$ cat config.mk
export PLATFORM = sky130hd
export DESIGN_NAME = pcm_stream_control
export DESIGN_NICKNAME = d
export VERILOG_FILES = /design/src/core/cap_mem.v /design/src/core/pcm_stream_control.v
export VERILOG_INCLUDE_DIRS = /design/src /design/src/core
export SDC_FILE = /design/constraint.sdc
export NUM_CORES = 2
export LEC_CHECK = 0
export ABC_CLOCK_PERIOD_IN_PS = 34400
export BUFFER_PORTS_ARGS = -buffer_cell sky130_fd_sc_hd__buf_2
export CAP_MARGIN = 20
export CORE_MARGIN = 2
export CORE_UTILIZATION = 55
export CTS_BUF_LIST = sky130_fd_sc_hd__clkbuf_8
export CTS_CLUSTER_DIAMETER = 100
export CTS_CLUSTER_SIZE = 24
export DETAILED_ROUTE_END_ITERATION = 6
export PLACE_DENSITY = 0.77
export SLEW_MARGIN = 10
export SYNTH_ARGS = -nofsm -noshare
export SYNTH_HDL_FRONTEND = slang
export SYNTH_SLANG_ARGS = --single-unit
$ cat constraint.sdc
create_clock -name mclk -period 34.4 [get_ports mclk]
set_input_delay 5.16 -clock mclk [delete_from_list [all_inputs] [get_ports mclk]]
set_output_delay 5.16 -clock mclk [all_outputs]
set_load 0.02 [all_outputs]
$ cat src/core/pcm_ctl_regs.vh
// Constants of the PCM stream control master: register offsets, request
// and status codes, field positions, stream states and local error codes.
// Assumes it is included by bare name into the design files.
`ifndef PCM_CTL_REGS_VH
`define PCM_CTL_REGS_VH

// ----------------------------------------------------------------------
// Software register offsets (byte addresses, 8-bit address bus)
// ----------------------------------------------------------------------
`define OFF_CMD     8'h00
`define OFF_BUF     8'h04
`define OFF_PER     8'h08
`define OFF_FEAT    8'h0C
`define OFF_CFMT    8'h10
`define OFF_COUNT   8'h14
`define OFF_STATUS  8'h18
`define OFF_STATE   8'h1C

// ----------------------------------------------------------------------
// Request codes: consecutive from the base, op = code - base
// ----------------------------------------------------------------------
`define CODE_BASE   32'h00000100
`define OP_INFO     3'h0
`define OP_SET      3'h1
`define OP_PREP     3'h2
`define OP_REL      3'h3
`define OP_START    3'h4
`define OP_STOP     3'h5

// ----------------------------------------------------------------------
// Response status codes (low 16 bits kept)
// ----------------------------------------------------------------------
`define ST_OK       16'h8000
`define ST_BAD_MSG  16'h8001
`define ST_NOT_SUPP 16'h8002
`define ST_IO_ERR   16'h8003

// ----------------------------------------------------------------------
// Feature bits, format and rate enumeration sizes, record layout
// ----------------------------------------------------------------------
`define F_SHM_HOST  0
`define F_SHM_GUEST 1
`define F_POLL      2
`define F_EVT_PER   3
`define F_EVT_XRUN  4
`define FEAT_MASK   32'h0000001F
`define FMT_COUNT   6'h19
`define RATE_COUNT  4'hE
`define DIR_OUT     8'h00
`define DIR_IN      8'h01
`define INFO_SIZE   32'h00000020
`define W_FEAT      3'h1
`define W_FMT_LO    3'h2
`define W_FMT_HI    3'h3
`define W_RATE_LO   3'h4
`define W_CHAN      3'h6

// ----------------------------------------------------------------------
// Per-stream lifecycle states as seen by the controller
// ----------------------------------------------------------------------
`define SS_IDLE     3'h0
`define SS_PARAMS   3'h1
`define SS_PREPARED 3'h2
`define SS_RUNNING  3'h3
`define SS_STOPPED  3'h4
`define SS_RELEASED 3'h5

// ----------------------------------------------------------------------
// Local error codes shown in the status register
// ----------------------------------------------------------------------
`define ERR_NONE    4'h0
`define ERR_OP      4'h1
`define ERR_STREAM  4'h2
`define ERR_SEQ     4'h3
`define ERR_PARAM   4'h4
`define ERR_DEV     4'h5
`define ERR_NOCAP   4'h6

`endif

$ cat src/core/cap_mem.v
// Small memory holding the capability words of each stream record.
// Assumes one write and one read port on mclk; read data is registered.
`timescale 1ns/100ps
module cap_mem #(
    parameter DW = 32,
    parameter AW = 6
) (
    input  wire          mclk,   // Clock
    input  wire          reset,  // Async reset, active high
    input  wire          we,     // Write enable
    input  wire [AW-1:0] waddr,  // Write address
    input  wire [DW-1:0] wdata,  // Write data
    input  wire [AW-1:0] raddr,  // Read address
    output reg  [DW-1:0] rdata   // Read data, one cycle after raddr
);

    reg [DW-1:0] mem [0:(1<<AW)-1];

    // ------------------------------------------------------------------
    // Storage: array left unreset, only the read register is cleared
    // ------------------------------------------------------------------
    always @(posedge mclk) begin
        if (we) begin
            mem[waddr] <= wdata;
        end
    end

    // Registered read port
    always @(posedge mclk or posedge reset) begin
        if (reset) begin
            rdata <= {DW{1'b0}};
        end else begin
            rdata <= mem[raddr];
        end
    end

endmodule // cap_mem

$ cat src/core/pcm_stream_control.v
// Driver-side master for the PCM control messages of a sound device.
// Assumes a word link: requests go out as le32 words with valid/ready,
// responses come back as le32 words with valid and last, never stalled.
//
// Function
// - Each request starts with code word, then stream id below stream count
// - Request codes run from 0x0100: info, set, prepare, release, start, stop
// - After set parameters only set parameters or prepare are legal
// - Prepare allocates; then set, prepare, start or release are legal
// - Output streams may be pre-buffered between prepare and start
// - Start runs and unmutes; while running only stop is legal
// - Stop mutes and halts; then start or release are legal
// - Release frees resources; then set parameters or prepare are legal
// - Feature bits: host shm, guest shm, polling, shm periods, xruns
// - Format bit indices follow the format enumeration from zero
// - Rate bit indices run 5512 Hz at zero to 384000 Hz at thirteen
// - Set request: header, buffer, period, features, channels, format, rate, zero pad
// - Never select a shared memory feature bit; data uses queues
// - Period size divides buffer size exactly
// - Select only defined values present in the stream capabilities
// - Channel count lies within the advertised minimum and maximum
//
// The register offsets and the plain strobed port were chosen for this implementation.
`timescale 1ns/100ps
`include "pcm_ctl_regs.vh"
module pcm_stream_control #(
    parameter SIDW = 3
) (
    input  wire        mclk,      // Clock, 200 MHz
    input  wire        reset,     // Async reset, active high
    input  wire [7:0]  sw_addr,   // Register byte address
    input  wire [31:0] sw_wdata,  // Register write data
    input  wire        sw_wr,     // Write strobe
    input  wire        sw_rd,     // Read strobe
    output reg  [31:0] sw_rdata,  // Read data, cycle after sw_rd
    output reg         req_valid, // Request word valid
    output reg  [31:0] req_data,  // Request word, le32 value
    output reg         req_last,  // Last word of request
    input  wire        req_ready, // Device takes request word
    input  wire        rsp_valid, // Response word valid
    input  wire [31:0] rsp_data,  // Response word, le32 value
    input  wire        rsp_last   // Last word of response
);

    localparam NSTREAMS = 1 << SIDW;
    localparam AW       = SIDW + 3;
    localparam [7:0] NS8 = NSTREAMS;
    localparam [2:0] S_IDLE = 3'h0, S_DIV = 3'h1, S_CAP = 3'h2,
                     S_SEND = 3'h3, S_RSP = 3'h4;

    // ------------------------------------------------------------------
    // Registers
    // ------------------------------------------------------------------
    reg [2:0]  state_reg;
    reg [31:0] buf_reg, per_reg, feat_reg;
    reg [7:0]  chan_reg, fmt_reg, rate_reg, cnt_reg;
    reg [2:0]  op_reg;
    reg [7:0]  sid_reg;
    reg [3:0]  err_reg;
    reg [15:0] res_reg;
    reg        caps_valid_reg;
    reg [3*NSTREAMS-1:0] st_reg;
    reg [32:0] rem_reg;
    reg [5:0]  div_i_reg;
    reg [2:0]  cap_step_reg;
    reg [2:0]  widx_reg;
    reg [11:0] rcnt_reg;

    // Transition table of the stream lifecycle
    function legal;
        input [2:0] op;
        input [2:0] cur;
        begin
            case (op)
                `OP_SET:   legal = (cur == `SS_IDLE) || (cur == `SS_PARAMS) ||
                                   (cur == `SS_PREPARED) || (cur == `SS_RELEASED);
                `OP_PREP:  legal = (cur == `SS_PARAMS) || (cur == `SS_PREPARED) ||
                                   (cur == `SS_RELEASED);
                `OP_START: legal = (cur == `SS_PREPARED) || (cur == `SS_STOPPED);
                `OP_STOP:  legal = (cur == `SS_RUNNING);
                `OP_REL:   legal = (cur == `SS_PREPARED) || (cur == `SS_STOPPED);
                default:   legal = 1'b0;
            endcase
        end
    endfunction

    // State a stream enters once the device accepts the command
    function [2:0] next_st;
        input [2:0] op;
        begin
            case (op)
                `OP_SET:   next_st = `SS_PARAMS;
                `OP_PREP:  next_st = `SS_PREPARED;
                `OP_START: next_st = `SS_RUNNING;
                `OP_STOP:  next_st = `SS_STOPPED;
                `OP_REL:   next_st = `SS_RELEASED;
                default:   next_st = `SS_IDLE;
            endcase
        end
    endfunction

    // Request word by index; bytes of the last set word are little-endian
    function [31:0] req_word;
        input [2:0] idx;
        begin
            case (idx)
                3'h0:    req_word = `CODE_BASE + {29'h0, op_reg};
                3'h1:    req_word = (op_reg == `OP_INFO) ? 32'h0 : {24'h0, sid_reg};
                3'h2:    req_word = (op_reg == `OP_INFO) ? {24'h0, cnt_reg} : buf_reg;
                3'h3:    req_word = (op_reg == `OP_INFO) ? `INFO_SIZE : per_reg;
                3'h4:    req_word = feat_reg;
                3'h5:    req_word = {8'h00, rate_reg, fmt_reg, chan_reg};
                default: req_word = 32'h0;
            endcase
        end
    endfunction

    // ------------------------------------------------------------------
    // Combinational helpers
    // ------------------------------------------------------------------
    wire [2:0]  nwords = (op_reg == `OP_INFO) ? 3'h4 :
                         (op_reg == `OP_SET) ? 3'h6 : 3'h2;
    wire [32:0] div_t = {rem_reg[31:0], buf_reg[div_i_reg[4:0]]};
    wire [32:0] div_r = (div_t >= {1'b0, per_reg}) ? div_t - {1'b0, per_reg} : div_t;
    wire        ok_rsp = (res_reg == `ST_OK);
    wire [11:0] rcm1 = rcnt_reg - 12'h001;
    wire [7:0]  w_sid = sw_wdata[15:8];
    wire [2:0]  w_op = sw_wdata[2:0];
    // Shared memory bits are refused outright; other quick checks too
    wire        quick_bad = (per_reg == 32'h0) ||
                            ((feat_reg & ~`FEAT_MASK) != 32'h0) ||
                            feat_reg[`F_SHM_HOST] ||
                            feat_reg[`F_SHM_GUEST] ||
                            (fmt_reg[7:6] != 2'h0) ||
                            (fmt_reg[5:0] >= `FMT_COUNT) ||
                            (rate_reg[7:4] != 4'h0) ||
                            (rate_reg[3:0] >= `RATE_COUNT);

    // Capability word fetched at each check step
    reg [2:0] cap_word;
    always @* begin
        case (cap_step_reg)
            3'h0:    cap_word = `W_FEAT;
            3'h1:    cap_word = fmt_reg[5] ? `W_FMT_HI : `W_FMT_LO;
            3'h2:    cap_word = `W_RATE_LO;
            default: cap_word = `W_CHAN;
        endcase
    end

    // Info records are stored as they stream past; words 1 to 6 kept
    wire          mem_we = (state_reg == S_RSP) && rsp_valid && (rcnt_reg != 12'h0) &&
                           (op_reg == `OP_INFO) && ok_rsp &&
                           (rcm1[2:0] >= `W_FEAT) && (rcm1[2:0] <= `W_CHAN) &&
                           (rcm1[11:AW] == {(12-AW){1'b0}});
    wire [31:0]   cap_rdata;

    cap_mem #(.DW(32), .AW(AW)) u_cap (
        .mclk  (mclk),
        .reset (reset),
        .we    (mem_we),
        .waddr (rcm1[AW-1:0]),
        .wdata (rsp_data),
        .raddr ({sid_reg[SIDW-1:0], cap_word}),
        .rdata (cap_rdata)
    );

    // ------------------------------------------------------------------
    // Software parameter registers; frozen while a command is in flight
    // ------------------------------------------------------------------
    always @(posedge mclk or posedge reset) begin
        if (reset) begin
            buf_reg  <= 32'h0;
            per_reg  <= 32'h0;
            feat_reg <= 32'h0;
            chan_reg <= 8'h0;
            fmt_reg  <= 8'h0;
            rate_reg <= 8'h0;
            cnt_reg  <= 8'h0;
        end else if (sw_wr && (state_reg == S_IDLE)) begin
            case (sw_addr)
                `OFF_BUF:   buf_reg  <= sw_wdata;
                `OFF_PER:   per_reg  <= sw_wdata;
                `OFF_FEAT:  feat_reg <= sw_wdata;
                `OFF_CFMT: begin
                    chan_reg <= sw_wdata[7:0];
                    fmt_reg  <= sw_wdata[15:8];
                    rate_reg <= sw_wdata[23:16];
                end
                `OFF_COUNT: cnt_reg  <= sw_wdata[7:0];
                default: ;
            endcase
        end
    end

    // ------------------------------------------------------------------
    // Command sequencer: checks, request transmit, response parse
    // ------------------------------------------------------------------
    always @(posedge mclk or posedge reset) begin
        if (reset) begin
            state_reg      <= S_IDLE;
            op_reg         <= `OP_INFO;
            sid_reg        <= 8'h0;
            err_reg        <= `ERR_NONE;
            res_reg        <= 16'h0;
            caps_valid_reg <= 1'b0;
            st_reg         <= {(3*NSTREAMS){1'b0}};
            rem_reg        <= 33'h0;
            div_i_reg      <= 6'h0;
            cap_step_reg   <= 3'h0;
            widx_reg       <= 3'h0;
            rcnt_reg       <= 12'h0;
            req_valid      <= 1'b0;
            req_data       <= 32'h0;
            req_last       <= 1'b0;
        end else begin
            case (state_reg)
                S_IDLE: begin
                    if (sw_wr && (sw_addr == `OFF_CMD)) begin
                        op_reg       <= w_op;
                        sid_reg      <= w_sid;
                        err_reg      <= `ERR_NONE;
                        rem_reg      <= 33'h0;
                        div_i_reg    <= 6'h1F;
                        cap_step_reg <= 3'h0;
                        widx_reg     <= 3'h0;
                        if (w_op > `OP_STOP) begin
                            err_reg <= `ERR_OP;
                        end else if (w_op == `OP_INFO) begin
                            if ((cnt_reg == 8'h0) || (cnt_reg > NS8)) begin
                                err_reg <= `ERR_STREAM;
                            end else begin
                                caps_valid_reg <= 1'b0;
                                state_reg      <= S_SEND;
                            end
                        end else if ((w_sid >= cnt_reg) || (w_sid >= NS8)) begin
                            err_reg <= `ERR_STREAM;
                        end else if (!legal(w_op, st_reg[w_sid[SIDW-1:0]*3 +: 3])) begin
                            err_reg <= `ERR_SEQ;
                        end else if (w_op == `OP_SET) begin
                            if (!caps_valid_reg) begin
                                err_reg <= `ERR_NOCAP;
                            end else begin
                                state_reg <= S_DIV;
                            end
                        end else begin
                            state_reg <= S_SEND;
                        end
                    end
                end
                // Restoring remainder of buffer by period, one bit a cycle
                S_DIV: begin
                    rem_reg   <= div_r;
                    div_i_reg <= div_i_reg - 6'h01;
                    if (quick_bad) begin
                        err_reg   <= `ERR_PARAM;
                        state_reg <= S_IDLE;
                    end else if (div_i_reg == 6'h0) begin
                        if (div_r != 33'h0) begin
                            err_reg   <= `ERR_PARAM;
                            state_reg <= S_IDLE;
                        end else begin
                            state_reg <= S_CAP;
                        end
                    end
                end
                // Read data lags the step by one: step k checks word k-1
                S_CAP: begin
                    cap_step_reg <= cap_step_reg + 3'h1;
                    if (((cap_step_reg == 3'h1) && ((feat_reg & ~cap_rdata) != 32'h0)) ||
                        ((cap_step_reg == 3'h2) && !cap_rdata[fmt_reg[4:0]]) ||
                        ((cap_step_reg == 3'h3) && !cap_rdata[rate_reg[3:0]]) ||
                        ((cap_step_reg == 3'h4) && ((chan_reg < cap_rdata[15:8]) ||
                                                    (chan_reg > cap_rdata[23:16])))) begin
                        err_reg   <= `ERR_PARAM;
                        state_reg <= S_IDLE;
                    end else if (cap_step_reg == 3'h4) begin
                        state_reg <= S_SEND;
                    end
                end
                // Words leave back to back while the device is ready
                S_SEND: begin
                    if (!req_valid) begin
                        req_valid <= 1'b1;
                        req_data  <= req_word(3'h0);
                        req_last  <= 1'b0;
                        widx_reg  <= 3'h1;
                    end else if (req_ready) begin
                        if (req_last) begin
                            req_valid <= 1'b0;
                            req_last  <= 1'b0;
                            rcnt_reg  <= 12'h0;
                            state_reg <= S_RSP;
                        end else begin
                            req_data <= req_word(widx_reg);
                            req_last <= (widx_reg == nwords - 3'h1);
                            widx_reg <= widx_reg + 3'h1;
                        end
                    end
                end
                // First word is status, info records follow
                S_RSP: begin
                    if (rsp_valid) begin
                        rcnt_reg <= rcnt_reg + 12'h001;
                        if (rcnt_reg == 12'h0) begin
                            res_reg <= rsp_data[15:0];
                        end
                        if (rsp_last) begin
                            state_reg <= S_IDLE;
                            if ((rcnt_reg == 12'h0) ? (rsp_data[15:0] != `ST_OK) : !ok_rsp) begin
                                err_reg <= `ERR_DEV;
                            end else if (op_reg == `OP_INFO) begin
                                caps_valid_reg <= 1'b1;
                            end else begin
                                st_reg[sid_reg[SIDW-1:0]*3 +: 3] <= next_st(op_reg);
                            end
                        end
                    end
                end
                default: state_reg <= S_IDLE;
            endcase
        end
    end

    // ------------------------------------------------------------------
    // Read port: data stands in the cycle after the strobe only
    // ------------------------------------------------------------------
    always @(posedge mclk or posedge reset) begin
        if (reset) begin
            sw_rdata <= 32'h0;
        end else if (sw_rd) begin
            case (sw_addr)
                `OFF_BUF:    sw_rdata <= buf_reg;
                `OFF_PER:    sw_rdata <= per_reg;
                `OFF_FEAT:   sw_rdata <= feat_reg;
                `OFF_CFMT:   sw_rdata <= {8'h00, rate_reg, fmt_reg, chan_reg};
                `OFF_COUNT:  sw_rdata <= {24'h0, cnt_reg};
                `OFF_STATUS: sw_rdata <= {res_reg, 8'h00, err_reg, 2'b00,
                                          caps_valid_reg, (state_reg != S_IDLE)};
                `OFF_STATE:  sw_rdata <= {{(32-3*NSTREAMS){1'b0}}, st_reg};
                default:     sw_rdata <= 32'h0;
            endcase
        end else begin
            sw_rdata <= 32'h0;
        end
    end

endmodule // pcm_stream_control

## Yosys cells after proc, flatten, opt, wreduce, memory -nomap -nowiden

Memories as Yosys holds them, arrays and structs flattened. A register that Yosys moved wholly into a read port is not among the register bits.
Index checks and enable logic that the tools add are counted.

| word-level totals | value |
|---|---|
| memories kept | 1 |
| output and inout bits | 66 |
| input port bits | 79 |
| logic and storage cells | 297 |
| RAM bits | 2048 |
| register bits | 309 |

| operators by class | value |
|---|---|
| multiply operators | 2 |
| add/subtract/negate cells | 9 |
| equality and inequality tests | 62 |
| mux-type cells | 101 |
| shift-type cells | 3 |
| bitwise gates (word level) | 4 |
| magnitude comparators | 14 |
| reduce and logical (&&, ||, !) cells | 78 |

Memories:

| memory | words | bits a word | read ports | clocked after Yosys merged registers in | wr ports | line | text |
|---|---|---|---|---|---|---|---|
| u_cap.mem | 64 | 32 | 1 | 1 | 1 | cap_mem.v:17 | `reg [DW-1:0] mem [0:(1<<AW)-1];` |

Operator list:

| cell | number |
|---|---|
| 32-bit 2-to-1 mux | 7 |
| 32-bit case mux with 7 select lines | 1 |
| 32-bit case mux with 6 select lines | 1 |
| 3-bit 2-to-1 mux | 32 |
| 32-bit case mux with 2 select lines | 1 |
| 32-bit nonzero test | 2 |
| 12-bit 2-to-1 mux | 4 |
| 4-bit 2-to-1 mux | 10 |
| 3-bit by 2-bit equality test with 1-bit output (second input constant) | 12 |
| 5-bit negator with 34-bit output | 1 |
| 3-bit by 34-bit variable shift with 24-bit output (first input constant) | 1 |
| 3-bit by 34-bit indexed part select with 24-bit output | 1 |
| 33-bit by 32-bit greater-or-equal comparator with 1-bit output | 1 |
| 33-bit 2-to-1 mux | 1 |
| 33-bit nonzero test | 1 |
| 33-bit by 32-bit subtractor with 33-bit output | 1 |
| 32-bit AND | 1 |
| 8-bit by 5-bit equality test with 1-bit output (second input constant) | 4 |
| 32-bit zero test | 1 |
| 32-bit inverter | 1 |
| 3-bit equality test (second input constant) | 10 |
| 3-bit case mux with 5 select lines | 2 |
| 1-bit 2-to-1 mux | 26 |
| 24-bit bitwise mux | 1 |
| other kinds (63) | 150 |

## Logic depth before layout (Yosys ltp)

| depth | value |
|---|---|
| depth in word-level cells | 18 |
| depth in mapped cells | 20 |

## By module

Synthesis repeated with hierarchy kept, for this count alone.

| unflattened totals | value |
|---|---|
| cells, all modules | 5246 |
| area total of the unflattened synthesis | 97238.3 µm² |

Modules (own cells, without submodules):

| module | area each (µm²) | instances | cells an instance |
|---|---|---|---|
| cap_mem | 78960.7 | 1 | 3396 |
| pcm_stream_control | 18277.5 | 1 | 1850 |

## Worst setup path after synthesis

OpenSTA, ideal clock, no wires.

| timing path | value |
|---|---|
| kind | input to register |
| start point | input port rsp_valid |
| end point | memory u_cap.mem[61][0], enable pin |
| setup slack | 26.714 ns |
| path buffers | 0 |
| library setup time | 0.421 ns |
| data required time | 33.979 ns |
| stages on the path | 6 |
| data arrival time | 7.264 ns |
| cell sequence | nand4_1 > a21oi_1 > nand3_1 > nor2_1 > nand3_1 > nor2_1 |

| on the way | value |
|---|---|
| word-level cells in the longest chain between the ends | 9 |

RTL lines:

| item | line | text |
|---|---|---|
| start, declared | pcm_stream_control.v:40 | `input wire rsp_valid,` |
| 1-bit logical AND (7 in a row) | pcm_stream_control.v:151 | `wire mem_we = (state_reg == S_RSP) && rsp_valid && (rcnt_reg != 12'h0) &&` |
| 1-bit 2-to-1 mux | cap_mem.v:23 | `if (we) begin` |
| 1-bit 2-to-1 mux (not written as such) | cap_mem.v:24 | `mem[waddr] <= wdata;` |
| end, declared | cap_mem.v:17 |  |

No other way between the ends.

## Final worst setup path

| timing path | value |
|---|---|
| start point | input port rsp_data[3] |
| end point | register st_reg[14] |

| on the way | value |
|---|---|
| word-level cells in the longest chain between the ends | 4 |

RTL lines:

| item | line | text |
|---|---|---|
| start, declared | pcm_stream_control.v:41 | `input wire [31:0] rsp_data,` |
| 16-bit inequality test (no line) | n/a |  |
| 1-bit 2-to-1 mux | pcm_stream_control.v:309 | `` if ((rcnt_reg == 12'h0) ? (rsp_data[15:0] != `ST_OK) : !ok_rsp) begin `` |
| 1-bit inverter (no line) | n/a |  |
| 5-bit AND reduction (no line) | n/a |  |
| end signal, assigned | pcm_stream_control.v:206 | `st_reg <= {(3*NSTREAMS){1'b0}};` |
| end signal, assigned by index | pcm_stream_control.v:314 | `st_reg[sid_reg[SIDW-1:0]*3 +: 3] <= next_st(op_reg);` |
| end, declared | pcm_stream_control.v:62 | `reg [3*NSTREAMS-1:0] st_reg;` |

No other way between the ends.
A chain may end at the register's enable or synchronous reset.

==> flow_metrics.tcl <==
set metrics [dict create \
    hold_violations 0 \
    ctsHtreeMaxLevel 3 \
    gp_congestion 0.9829 \
    synth-edff-count 2048 \
    final_layout_size_suffix_gt1_share_pct 27.72 \
    ant_nets 0 \
    synth_cell_types 82 \
    critPathMaxFanout 23 \
    finalPower_mw 7.045 \
    min_path_cells 2 \
    ys.flop_type "edfxtp_1" \
    fin_tns_setup_ns 0 \
    rsz0062_at_grt "no" \
    synth_compound_area_share_pct 3.655 \
    hpwl_um 155600 \
    dp_slack_ns 25.68 \
    crit_type "input pin to flop" \
    clock_sinks 2388 \
    die_area_um2 180100 \
    grt_max_degree 153 \
    maxCapViolations 0 \
    synth_xor_area_share_pct 0.3875 \
    largest_register "u_cap.mem" \
    period_needed_ns 7.653 \
    muxShareOfSynthArea_pct 18.64 \
    die_x_um 424.4 \
    violations "design-rule violations" \
    holdWs_ns 0.4901 \
    yosys_warnings 0 \
    synth_top_area_share_pct 63.28 \
    layout_commonest_cell "edfxtp_1" \
    ir_worst_vdd_v 0.0001041 \
    drt_iter0_markers 7488 \
    hold_buffers 0 \
    p_leak_nw 33.58 \
    largest_register_ffs 2048 \
    synth_fa_ha_area_share_pct 0.9862 \
    crit_chain "buf_2 -> buf_4 -> nor4_1 -> nand4_1 -> mux2i_1 -> nand2_1 -> nor4_1 -> nor3b_1 -> mux2_2" \
    worstHoldStart "req_data[30]$_DFFE_PP0P_" \
    syn_inst 4867 \
    antenna_found_initial 19 \
    relSlewSlack_pct 3.254 \
    grt_pass1_wl_um 348300 \
    r2r_slack_ns 27.55 \
    synth_area_leaders "edfxtp_1, mux4_2, dfrtp_1" \
    cp_slowest_cell "nor4_1" \
    grtUsageTotal_pct 26.68 \
    detail_route.first_pass.iterations 7 \
    setup_viol 0 \
    synth_seq_area_share_pct 72.04 \
    syn_avg_cell_area_um2 19.97 \
    num_vias 50200 \
    async_flop_share_pct 14.24 \
    r2r-start "cap_step_reg[0]$_DFFE_PP0P_" \
    vias_per_cell 6.800 \
    numCtsBuffers 111 \
    root_buffer "clkbuf_8" \
    coreArea_um2 175900 \
    nNetsFinal 5151 \
    r2r_cells 11 \
    status "finished, violations left" \
    worstSkewPairLatency_ns 0.97 \
    port_buffers 144 \
    yosysTopAreaCell "edfxtp_1" \
    crit_top_cell "nor4_1" \
    cts.clk_slew.worst_paths_ns 0.15 \
    cts_setup_buffers 0 \
    cts_tree "yes" \
    area_growth_pct 6.857 \
    die_h_um 424.4 \
    grt_pass1_vias 48780 \
    syn-cell-area_um2 97180 \
    crit_path_end_kind "flop" \
    arrival_ns 8.47 \
    skew_ns 0.07383 \
    start_kind "input pin" \
    ios 145 \
    post-route-worst-setup-slack_ns 26.75 \
    ys_ff_latch 2388 \
    cts-root-to-sink-buffers 3 \
    synth-simple-area-share_pct 2.735 \
    power_density_nw_per_um2 67.84 \
    fmax_mhz 130.7 \
    worst_pin_slew_ns 1.432 \
    wl_um 241300 \
    initial_core_util_pct 55.24 \
    finalMaxSlewViolations 0 \
    max_stage_delay_ns 0.75 \
    fillers 12210 \
    wl_per_cell_um 32.69 \
    hold_path_class "flop to flop" \
    syn-num-nets 5022 \
    post_cts_resized 0 \
    critPathRequiredTime_ns 35.21 \
    rows 154 \
    fin_crit_sh_pct 22.25 \
    worst_r2r_endpoint "u_cap.rdata[28]$_DFF_PP0_" \
    remaining_drc_errors 9 \
    synth_top_family_by_area "multiplexers" \
    hold_end "req_data[30]$_DFFE_PP0P_" \
    grt_overflow_total 0 \
    layout_common_cells "edfxtp_1, mux4_2, dfrtp_1" \
]
critical path, delay by kind of cell:
family,cells,cell delay [ns]
AND/OR/NAND/NOR,5,2.26
multiplexers,2,0.69
buffers and inverters,2,0.32
worst max path at each step:
stage	from	end	slack (ns)
global placement	rsp_data[3]	st_reg[12]$_DFFE_PP0P_	25.81
CTS	rsp_data[3]	st_reg[14]$_DFFE_PP0P_	26.69
finish	rsp_data[3]	st_reg[14]$_DFFE_PP0P_	26.75
detailed placement	rsp_data[3]	st_reg[14]$_DFFE_PP0P_	25.68
floorplan	reset	buf_reg[0]$_DFFE_PP0P_	19.82
global route	rsp_data[3]	st_reg[14]$_DFFE_PP0P_	26.65
report_power, final:
part / internal (mW) / switching, mW
combinational: 1.17 / 1.43
clock: 0.309 / 0.822
sequential: 3.21 / 0.110
total: 4.68 / 2.36
Yosys cell counts, types with 7 or more instances:
library cell and number:
or3_1 12, o22ai_1 8, o31ai_1 10, a22o_1 25, o211ai_1 11, o21a_1 9, buf_1 40, a21oi_1 102
nand2b_1 9, nand3b_1 7, nand3_1 46, o21ai_0 118, a31oi_1 24, xor2_1 23, nor2b_1 19, and3_1 19
ha_1 75, nor2_1 159, edfxtp_1 2048, dfrtp_1 340, nand4_1 25, buf_2 50, clkbuf_1 173, mux2_2 180
inv_1 102, nor4_1 35, xnor2_1 20, and2_1 11, nor3_1 29, a22oi_1 91, a21o_1 21, mux2i_1 25
mux4_2 701, nand2_1 159, a222oi_1 42
per-stage QoR:
step / util, % / area [um^2] / std cells
2_1_floorplan: - / 97180 / 4867
4_1_cts: 58.71 / 103300 / 7353
3_5_place_dp: 57.68 / 101500 / 7200
3_3_place_gp: 57.49 / 101100 / 7187
5_1_grt: 59.02 / 103800 / 7377
6_report: 59.03 / 103800 / 7383
layout make-up:
cell class	count	area [um^2]	area share (%)
diodes	7	17.52	0.01687
multi-input cells	2104	26210	25.24
clock inverters	41	267.8	0.2578
clock buffers	112	1541	1.484
well taps	2340	2928	2.819
flip-flops and latches	2388	70010	67.42
repair buffers	289	2480	2.388
inverters	102	390.4	0.3759
cell families after synthesis:
kind of cell,after synthesis
AOI/OAI and AO/OA,519
xor gates and xnor gates,43
adders and majority gates,76
buffers and inverters,375
DFF,2388
muxes,910
and+or+nand+nor,556
per-layer routing:
metal  GRT usage, %  vias to the layer above  wire length, um
met2          43.40                     3072           119600
met4          7.942                       10             8653
met5              0                        -               64
met1          38.28                    26480            90870
met3          3.619                      407            22170
li1               -                    20240                -
Power figures use the tool's default switching activity.
